<file path="src/inc/fdc_pos_scan_params.svh">
/*
 * Constants for the positioning and scan command engine: register
 * offsets, field positions, opcodes, step limits and timing figures.
 * Assumes a 10 MHz core clock and a byte-wide register port.
 */
`ifndef FDC_POS_SCAN_PARAMS_SVH
`define FDC_POS_SCAN_PARAMS_SVH

// ----------------------------------------------------------------------
// Register offsets (byte addresses).
// ----------------------------------------------------------------------
`define REG_CMD        8'h00
`define REG_SEL        8'h04
`define REG_MODE       8'h08
`define REG_RATE       8'h0C
`define REG_RTN        8'h10
`define REG_SECT       8'h14
`define REG_EOT        8'h18
`define REG_SSTEP      8'h1C
`define REG_MSR        8'h20
`define REG_ST0        8'h24
`define REG_ST2        8'h28
`define REG_PTR        8'h2C
`define REG_SDATA      8'h30

// ----------------------------------------------------------------------
// Fields, opcodes and reset values.
// ----------------------------------------------------------------------
`define MODE_LONG      0
`define MODE_EXT       1
`define MODE_WILD      2
`define OP_DIR         6
`define OP_SKIP        5
`define OP_RECAL       8'h07
`define OP_REL_LOW     6'h0F
`define OP_SC_EQ       5'h11
`define OP_SC_LE       5'h19
`define OP_SC_HE       5'h1D
`define IC_NORMAL      3'h1
`define IC_ABN_SEEK    3'h3
`define IC_ABN_CMD     2'h1
`define RATE_RST       4'h8
`define EOT_RST        8'h12
`define SSTEP_RST      8'h01
`define WILD_BYTE      8'hFF
`define LIM_STD        12'd85
`define LIM_LONG       12'd255
`define LIM_EXT        12'd3925
`define LIM_BOTH       12'd4095

// ----------------------------------------------------------------------
// Timing.
// ----------------------------------------------------------------------
`define CLK_NS         100
`define MOTOR_ON_US    500
`define STEP_UNIT_US   1000
`define PULSE_NS       1000
`define PULSE_CYC      ((`PULSE_NS + `CLK_NS - 1) / `CLK_NS)

`endif

</file>
<file path="src/inc/fdc_pos_scan_pkg.sv">
/*
 * Types for the positioning and scan command engine: states, scan
 * kinds, the register port carrier and the read channel carrier.
 * Assumes nothing beyond a SystemVerilog compiler.
 */
package fdc_pos_scan_pkg;

    // ------------------------------------------------------------------
    // Engine states and scan kinds.
    // ------------------------------------------------------------------
    typedef enum logic [1:0] {ST_IDLE, ST_MOTOR, ST_POLL, ST_SCAN} st_e;
    typedef enum logic [1:0] {SC_EQ, SC_LE, SC_HE} scan_e;

    // ------------------------------------------------------------------
    // Register port request and read channel byte stream.
    // ------------------------------------------------------------------
    typedef struct packed {
        logic [7:0] addr;
        logic [7:0] wdata;
        logic       wr;
        logic       rd;
    } bus_s;

    typedef struct packed {
        logic       vld;        // One disk data byte.
        logic [7:0] data;
        logic       sector_end; // Pulse after the last byte of a sector.
        logic       deleted;    // Sector carries a deleted-data mark.
        logic       err;        // Read error on this sector.
    } disk_s;

endpackage

</file>
<file path="src/rtl/fdc_pos_scan.sv">
/*
 * Recalibrate, relative seek and scan command engine of a floppy
 * controller, with its registers on a plain strobe port.
 * Assumes the read channel runs on core_clk; drive pins are async.
 */
// Operation
// Recalibrate zeroes track, steps out to zero
// Recalibrate limit 85, 255, 3925, 4095
// Last command byte sets drive busy
// Motor-on wait, idle, then poll stepping
// Recalibrate end raises interrupt, no results
// Host repeats recalibrate for long drives
// Direction bit zero out, one in
// Relative seek issues exact count, updates track
// Track zero stops relative seek early
// Relative track update is modulo 255
// Relative seek busy, wait, step, interrupt
// Host runs one positioning command only
// Three scans: equal, low-equal, high-equal
// Compare most significant first, sector step
// Scan ends on hit, last sector, count
// Wildcard FFh byte always matches
// Read errors end scan as read does
// Skip deleted sectors; all skipped reports hit
// Scan equal status 10 hit, 01 miss
// Inequality scans 10 equal, 00 strict, 01
// Host supplies bytes compared against disk
// Steps paced at programmed step rate
// Seek end code 001 normal, 011 abnormal
// Opcode decode for all supported commands
`timescale 1ns/1ns
`include "fdc_pos_scan_params.svh"

module fdc_pos_scan
    import fdc_pos_scan_pkg::*;
#(
    parameter int MOTOR_ON_CYC  = (`MOTOR_ON_US * 1000 + `CLK_NS - 1) / `CLK_NS,
    parameter int STEP_UNIT_CYC = (`STEP_UNIT_US * 1000 + `CLK_NS - 1) / `CLK_NS
) (
    input  wire logic       core_clk,      // 10 MHz core clock.
    input  wire logic       rst_b,         // Async reset, active low.
    input  wire bus_s       bus,           // Register port request.
    output logic [7:0]      rdata,         // Read data, cycle after read.
    input  wire disk_s      disk,          // Read channel byte stream.
    input  wire logic       track_zero_in, // Drive at track zero pin.
    input  wire logic       terminal_count,// Terminal count pin.
    output logic            step_out,      // Step pulse to drive.
    output logic            dir_out,       // Step direction, 1 is inward.
    output logic            irq            // Interrupt, level.
);

    // ------------------------------------------------------------------
    // State.
    // ------------------------------------------------------------------
    typedef struct packed {
        st_e             st;
        logic            tz_m, tz, tc_m, tc;
        logic [7:0]      opcode;
        logic [2:0]      sel;
        logic [2:0]      mode;
        logic [3:0]      rate;
        logic [7:0]      relative_step_count, sect, last_sector_number, sstep, cur, hbyte, st0;
        logic [1:0]      st2;
        logic            hfull;
        logic [3:0]      busy;
        logic            cmd_busy;
        logic [3:0][11:0] ptr;
        logic [17:0]     tmr;
        logic [3:0]      pw;
        logic [11:0]     steps;
        logic            recal, dir, skip_en, any_read;
        logic [1:0]      drv;
        scan_e           stype;
        logic [1:0]      rel;
        logic            step, irq;
        logic [7:0]      rdata;
    } state_t;

    localparam logic [1:0] REL_EQ = 2'h0;
    localparam logic [1:0] REL_LT = 2'h1;
    localparam logic [1:0] REL_GT = 2'h2;
    localparam logic [3:0] PULSE  = 4'(`PULSE_CYC);

    state_t q, d;

    // ------------------------------------------------------------------
    // Helpers.
    // ------------------------------------------------------------------

    // Step period in cycles; a rate of zero means sixteen units.
    function automatic logic [17:0] step_period(input logic [3:0] r);
        logic [4:0] u;
        u = (r == 4'h0) ? 5'h10 : {1'b0, r};
        return 18'(u * STEP_UNIT_CYC);
    endfunction

    // Recalibrate step limit from the two range bits.
    function automatic logic [11:0] recal_limit(input logic [2:0] m);
        case ({m[`MODE_EXT], m[`MODE_LONG]})
            2'b00:   return `LIM_STD;
            2'b01:   return `LIM_LONG;
            2'b10:   return `LIM_EXT;
            default: return `LIM_BOTH;
        endcase
    endfunction

    // Byte ordering of disk against host, wildcard aware.
    function automatic logic [1:0] cmp_byte(input logic [7:0] dk,
                                            input logic [7:0] hs,
                                            input logic       wild);
        if (wild && (dk == `WILD_BYTE || hs == `WILD_BYTE))
            return REL_EQ;
        if (dk == hs)
            return REL_EQ;
        return (dk < hs) ? REL_LT : REL_GT;
    endfunction

    // New track after a relative move, kept modulo 255.
    function automatic logic [7:0] rel_track(input logic [7:0] p,
                                             input logic [7:0] n,
                                             input logic       inward);
        logic [8:0] s;
        s = 9'h000;
        if (inward) begin
            s = {1'b0, p} + {1'b0, n};
            if (s >= 9'd255)
                s = s - 9'd255;
        end else begin
            s = (p >= n) ? ({1'b0, p} - {1'b0, n})
                         : ({1'b0, p} + 9'd255 - {1'b0, n});
        end
        return s[7:0];
    endfunction

    logic start_ok;
    logic is_recal, is_rel, is_scan;
    logic stop_pos, sec_met;
    logic [1:0] cmp_now;

    // Opcode decode of a command write; only taken while fully idle.
    assign start_ok = bus.wr && bus.addr == `REG_CMD
                      && q.st == ST_IDLE && q.busy == 4'h0;
    assign is_recal = bus.wdata == `OP_RECAL;
    assign is_rel   = bus.wdata[7] && bus.wdata[5:0] == `OP_REL_LOW;
    assign is_scan  = bus.wdata[4:0] == `OP_SC_EQ
                      || bus.wdata[4:0] == `OP_SC_LE
                      || bus.wdata[4:0] == `OP_SC_HE;
    // Track zero only ends outward motion; inward it is meaningless.
    assign stop_pos = (q.tz && !q.dir)
                      || (q.recal ? q.steps == recal_limit(q.mode)
                                  : q.steps == {4'h0, q.relative_step_count});
    assign cmp_now  = cmp_byte(disk.data, q.hbyte, q.mode[`MODE_WILD]);
    // The first differing byte decides, since bytes arrive MSB first.
    always_comb begin
        case (q.stype)
            SC_EQ:   sec_met = q.rel == REL_EQ;
            SC_LE:   sec_met = q.rel != REL_GT;
            SC_HE:   sec_met = q.rel != REL_LT;
            default: sec_met = 1'b0;
        endcase
    end

    // ------------------------------------------------------------------
    // Next state.
    // ------------------------------------------------------------------
    always_comb begin
        d = q;
        d.tz_m  = track_zero_in;
        d.tz    = q.tz_m;
        d.tc_m  = terminal_count;
        d.tc    = q.tc_m;
        d.rdata = 8'h00;
        if (q.pw != 4'h0)
            d.pw = q.pw - 4'h1;

        // Register reads; the status read retires the interrupt.
        if (bus.rd) begin
            case (bus.addr)
                `REG_CMD:   d.rdata = q.opcode;
                `REG_SEL:   d.rdata = {5'h00, q.sel};
                `REG_MODE:  d.rdata = {5'h00, q.mode};
                `REG_RATE:  d.rdata = {4'h0, q.rate};
                `REG_RTN:   d.rdata = q.relative_step_count;
                `REG_SECT:  d.rdata = q.sect;
                `REG_EOT:   d.rdata = q.last_sector_number;
                `REG_SSTEP: d.rdata = q.sstep;
                `REG_MSR:   d.rdata = {q.st == ST_SCAN && !q.hfull,
                                       2'b00, q.cmd_busy, q.busy};
                `REG_ST0: begin
                    d.rdata = q.st0;
                    d.irq   = 1'b0;
                end
                `REG_ST2:   d.rdata = {4'h0, q.st2, 2'b00};
                `REG_PTR:   d.rdata = q.ptr[q.sel[1:0]][7:0];
                `REG_SDATA: d.rdata = q.cur;
                default:    d.rdata = 8'h00;
            endcase
        end

        // Register writes and command launch.
        if (bus.wr) begin
            case (bus.addr)
                `REG_SEL:   d.sel   = bus.wdata[2:0];
                `REG_MODE:  d.mode  = bus.wdata[2:0];
                `REG_RATE:  d.rate  = bus.wdata[3:0];
                `REG_RTN:   d.relative_step_count   = bus.wdata;
                `REG_SECT:  d.sect  = bus.wdata;
                `REG_EOT:   d.last_sector_number   = bus.wdata;
                `REG_SSTEP: d.sstep = bus.wdata;
                `REG_SDATA: begin
                    d.hbyte = bus.wdata;
                    d.hfull = 1'b1;
                end
                default: ;
            endcase
        end
        if (start_ok) begin
            d.opcode = bus.wdata;
            d.drv    = q.sel[1:0];
            d.steps  = 12'h000;
            if (is_recal || is_rel) begin
                d.busy[q.sel[1:0]] = 1'b1;
                d.cmd_busy = 1'b1;
                d.recal    = is_recal;
                d.dir      = is_rel && bus.wdata[`OP_DIR];
                if (is_recal)
                    d.ptr[q.sel[1:0]] = 12'h000;
                d.tmr = 18'(MOTOR_ON_CYC - 1);
                d.st  = ST_MOTOR;
            end else if (is_scan) begin
                d.stype = (bus.wdata[4:0] == `OP_SC_EQ) ? SC_EQ :
                          (bus.wdata[4:0] == `OP_SC_LE) ? SC_LE : SC_HE;
                d.skip_en  = bus.wdata[`OP_SKIP];
                d.cur      = q.sect;
                d.rel      = REL_EQ;
                d.any_read = 1'b0;
                d.hfull    = 1'b0;
                d.cmd_busy = 1'b1;
                d.st       = ST_SCAN;
            end
        end

        case (q.st)
            ST_IDLE: ;
            // Motor-on wait, then the command phase ends and the drive
            // is stepped from the polling loop.
            ST_MOTOR: begin
                if (q.tmr == 18'h0) begin
                    d.cmd_busy = 1'b0;
                    d.st       = ST_POLL;
                end else begin
                    d.tmr = q.tmr - 18'h1;
                end
            end
            // Each period either ends the move or issues one pulse; the
            // end is thus seen one full period after the last pulse.
            ST_POLL: begin
                if (q.tmr != 18'h0) begin
                    d.tmr = q.tmr - 18'h1;
                end else if (stop_pos) begin
                    d.busy[q.drv] = 1'b0;
                    d.irq = 1'b1;
                    d.st0 = {(q.recal && !q.tz) ? `IC_ABN_SEEK
                                                : `IC_NORMAL,
                             3'b000, q.drv};
                    if (!q.recal)
                        d.ptr[q.drv] = {4'h0, rel_track(
                            q.ptr[q.drv][7:0], q.steps[7:0],
                            q.dir)};
                    d.st = ST_IDLE;
                end else begin
                    d.steps = q.steps + 12'h1;
                    d.pw    = PULSE;
                    d.tmr   = step_period(q.rate) - 18'h1;
                end
            end
            ST_SCAN: begin
                if (disk.vld) begin
                    if (!q.hfull) begin
                        // Host fell behind the disk: overrun abort.
                        d.st0 = {`IC_ABN_CMD, 4'h0, q.sel[1:0]};
                        d.st2 = 2'b00;
                        d.irq = 1'b1;
                        d.cmd_busy = 1'b0;
                        d.st = ST_IDLE;
                    end else begin
                        if (q.rel == REL_EQ)
                            d.rel = cmp_now;
                        d.hfull = 1'b0;
                    end
                end else if (disk.sector_end) begin
                    d.rel = REL_EQ;
                    if (disk.err) begin
                        d.st0 = {`IC_ABN_CMD, 4'h0, q.sel[1:0]};
                        d.st2 = 2'b00;
                        d.irq = 1'b1;
                        d.cmd_busy = 1'b0;
                        d.st = ST_IDLE;
                    end else if (!(disk.deleted && q.skip_en) && sec_met)
                    begin
                        d.st0 = {2'b00, 4'h0, q.sel[1:0]};
                        d.st2 = (q.rel == REL_EQ) ? 2'b10
                                                  : 2'b00;
                        d.irq = 1'b1;
                        d.cmd_busy = 1'b0;
                        d.st = ST_IDLE;
                    end else if (q.cur >= q.last_sector_number || q.tc) begin
                        // All skipped reads as a hit; else a miss.
                        d.st0 = {2'b00, 4'h0, q.sel[1:0]};
                        d.st2 = 2'b01;
                        if (!q.any_read && disk.deleted && q.skip_en)
                            d.st2 = 2'b10;
                        d.irq = 1'b1;
                        d.cmd_busy = 1'b0;
                        d.st = ST_IDLE;
                    end else begin
                        d.cur = q.cur + q.sstep;
                    end
                    if (!(disk.deleted && q.skip_en))
                        d.any_read = 1'b1;
                end
            end
            default: d.st = ST_IDLE;
        endcase
        d.step = d.pw != 4'h0;
    end

    // ------------------------------------------------------------------
    // Registers and outputs.
    // ------------------------------------------------------------------
    always_ff @(posedge core_clk or negedge rst_b) begin
        if (!rst_b) begin
            q       <= '0;
            q.st    <= ST_IDLE;
            q.stype <= SC_EQ;
            q.rate  <= `RATE_RST;
            q.last_sector_number   <= `EOT_RST;
            q.sstep <= `SSTEP_RST;
        end else begin
            q <= d;
        end
    end

    assign rdata    = q.rdata;
    assign step_out = q.step;
    assign dir_out  = q.dir;
    assign irq      = q.irq;
endmodule

</file>
<file path="config.mk">
export PLATFORM = sky130hd
export DESIGN_NAME = fdc_pos_scan
export DESIGN_NICKNAME = d
export VERILOG_FILES = /design/src/inc/fdc_pos_scan_pkg.sv /design/src/rtl/fdc_pos_scan.sv
export VERILOG_INCLUDE_DIRS = /design/src /design/src/inc
export SDC_FILE = /design/constraint.sdc
export NUM_CORES = 1
export LEC_CHECK = 0
export BUFFER_PORTS_ARGS = -buffer_cell sky130_fd_sc_hd__buf_2
export CAP_MARGIN = 25
export CORE_ASPECT_RATIO = 0.9
export CORE_UTILIZATION = 60
export DETAILED_ROUTE_END_ITERATION = 16
export GPL_TIMING_DRIVEN = 0
export PLACE_DENSITY_LB_ADDON = 0.2
export SLEW_MARGIN = 10
export SYNTH_ARGS = -nofsm -noshare
export SYNTH_HDL_FRONTEND = slang
export SYNTH_SLANG_ARGS = --single-unit
</file>
<file path="constraint.sdc">
create_clock -name core_clk -period 5.1 [get_ports core_clk]
set_input_delay 1.02 -clock core_clk [delete_from_list [all_inputs] [get_ports core_clk]]
set_output_delay 1.02 -clock core_clk [all_outputs]
set_load 0.005 [all_outputs]
</file>
==> results.json <==
{
  "synth_commonest_cells": "166 x dfrtp_1, 122 x nand2_1, 100 x o21ai_0",
  "vias": 9808,
  "fin_crit_sh_pct": 91.06,
  "synthesis.nets": 1330,
  "drt_iter0_markers": 1000,
  "antenna_found_initial": 0,
  "port_buffers": 42,
  "maxSlewViolCount": 0,
  "powerDensity_nw_per_um2": 297.9,
  "synth_ff_type": "dfrtp_1",
  "grt_pass1_wl_um": 49270,
  "synth_top_area_share_pct": 36.99,
  "grtUsageTotal_pct": 32.58,
  "path_cells": "mux4_2, ha_1, clkbuf_1, or3b_2, and3_1, o311ai_2, nand2_1, o31a_1, or3_1, a31oi_1, xor2_1, o21ai_0",
  "vias_per_cell": 6.394,
  "placementRows": 47,
  "post_cts.repair.setup_buffers": 0,
  "p_int_mw": 2.565,
  "netlist_area_sq_um": 11230,
  "core_sq_um": 18350,
  "cts_tree": "done",
  "hold_viol_final": 0,
  "area.growth.synth_to_final_pct": 10.54,
  "ys_ff_latch": 170,
  "power_frac_comb_pct": 20.4,
  "holdBufCountCts": 0,
  "htreeDepth": 4,
  "gp_congestion": 0.9431,
  "io_pins": 45,
  "n_antenna_cell": 0,
  "fillers": 1469,
  "slowest_stage": "mux4_2",
  "synth-seq-area-share_pct": 37.93,
  "grt_max_degree": 112,
  "clk_path_buf_depth": 2,
  "cap_violations": 0,
  "synthTopCellsByArea": "dfrtp_1 37%, ha_1 8.4%, o21ai_0 4.5%, mux2_2 4.3%, nand2_1 4.1%",
  "tightest_slew_ns": 1.143,
  "period_needed_ns": 4.644,
  "syn-mean-instance-area_sq_um": 9.242,
  "rsz0062_at_grt": "false",
  "setup_viol": 0,
  "critPathCaptureType": "flop",
  "dp_hpwl_um": 22250,
  "cts_buffers": 17,
  "ys_warn_count": 0,
  "p_leak_nw": 5.515,
  "nets": 1391,
  "fin_skew_ns": 0.01040,
  "required_ns": 5.40,
  "postCtsResizedCells": 1,
  "startpoint_type": "flop",
  "max_stage_delay_ns": 0.61,
  "post-route-drc-count": 0,
  "async_flop_share_pct": 100.0,
  "drive_above_1_share_pct": 13.03,
  "fp.dieW_um": 146.2,
  "clkSinkCount": 170,
  "irDropWorstVdd_mv": 0.2100,
  "grt_overflow": 0,
  "grt_pass1_vias": 9224,
  "finish.instance_area_sq_um": 12410,
  "start_util_pct": 61.20,
  "die_h_um": 131.8,
  "worst-path-max-fanout": 12,
  "place_inst": 1504,
  "arrival_ns": 4.94,
  "synth_largest_area_cell": "dfrtp_1",
  "wire_per_inst_um": 19.92,
  "pwr-share-seq_pct": 42.8,
  "fmax_mhz": 215.3,
  "status": "finished clean",
  "synth_cells": 1215,
  "ant_nets": 0,
  "postPlaceCellArea_sq_um": 11800,
  "relSlewSlack_pct": 22.99,
  "die_area_sq_um": 19270,
  "synth_most_common_cell": "dfrtp_1",
  "fin_cells": 1534,
  "p_sw_share_pct": 30.64,
  "clkTransAtPathRegs_ns": 0.07,
  "clk_latency_ns": 0.44,
  "tns_ns": 0,
  "path_class": "reg2reg",
  "synth_edf_count": 0,
  "p_clk_share_pct": 36.8,
  "switching_power_mw": 1.133,
  "hold_path.class": "reg2reg",
  "netlist-cell-type-count": 76,
  "drt_wl_total_um": 30560,
  "cts_root_buffer": "clkbuf_16",
  "drt_pass1_iterations": 6
}
## layer usage
metal	track usage (%)	part of all wire (%)
met5	0	0
met4	11.63	2.5
met3	5.052	7.6
met2	48.97	45
met1	48.02	45
## per-stage QoR
| step | power (mW) | hold WS, ns | utilization, % | setup slack, ns |
|---|---|---|---|---|
| floorplan | 2.126 | 0.3312 | - | 0.7272 |
| global placement | 2.309 | 0.3439 | 64.02 | -0.4227 |
| detailed placement | 2.341 | 0.3418 | 64.31 | -0.1255 |
| CTS | 3.687 | 0.3544 | 67.64 | 0.1477 |
| global route | 3.863 | 0.3710 | 67.66 | 0.1328 |
| finish | 3.697 | 0.3516 | 67.66 | 0.4558 |
## critical path, delay by kind of cell (launching register included)
kind / cells / cell delay [ns]
buffers and inverters: 1 / 0.22
muxes: 1 / 0.61
and+or+nand+nor: 4 / 1.26
adders and majority gates: 1 / 0.29
DFF: 1 / 0.60
xor gates and xnor gates: 1 / 0.36
AOI/OAI and AO/OA: 4 / 1.16
## worst paths after layout
check	startpoint	endpoint	slack, ns	cells past startpoint
min in group asynchronous	rst_b	q[11]	0.50	1
setup reg to reg	q[14]	q[80]	0.46	12
setup / recovery	q[14]	q[80]	0.46	12
hold / removal	d[184]	q[184]	0.35	0
max in group asynchronous	rst_b	q[91]	3.66	2
hold reg to reg	d[184]	q[184]	0.35	0
## cells by family (layout without fill, tap and decap cells)
group	Yosys count	count (layout)	share of synthesized area, %
simple gates	379	379	16.46
compound gates	332	332	18.62
flops	170	170	37.93
buf+inv	124	198	4.490
fa+ha+maj	81	81	9.426
mux	76	76	9.036
xor+xnor	51	51	3.978
other cells	2	2	0.06688
## cell usage in the layout (no fill, tap or decap), types with 25 or more instances in the layout
| cell | n |
|---|---|
| a21oi_1 | 79 |
| mux2_2 | 43 |
| nand3_1 | 50 |
| nand2_1 | 122 |
| o21ai_0 | 100 |
| dfrtp_1 | 165 |
| ha_1 | 75 |
| nor2_1 | 80 |
| a31oi_1 | 25 |
| clkbuf_1 | 43 |
| buf_2 | 42 |
| xnor2_1 | 35 |
| inv_1 | 69 |
## power by group through the flow
stage,Combinational (mW),Clock (mW),Sequential (mW)
2_1_floorplan,0.559,0,1.57
3_3_place_gp,0.716,0,1.59
3_5_place_dp,0.742,0,1.60
4_1_cts,0.745,1.36,1.58
5_1_grt,0.842,1.42,1.60
6_report,0.754,1.36,1.58
## state kept, by name, summed over array words and instances (netlist names)
signal,count
q,157
rdata,8
d,2
dir_out,1
irq,1
step_out,1
## area by class of cell
| type | count | area [sq um] | share of cell area, % |
|---|---|---|---|
| multi-input cells | 921 | 6482 | 52.22 |
| plain buffers | 53 | 239.0 | 1.925 |
| flip-flops and latches | 170 | 4260 | 34.32 |
| clock buffers | 19 | 442.9 | 3.568 |
| clock inverters | 13 | 167.7 | 1.351 |
| well taps | 245 | 306.5 | 2.470 |
| inverters | 69 | 259.0 | 2.086 |
| repair buffers | 44 | 255.2 | 2.056 |
Power figures use the tool's default switching activity.
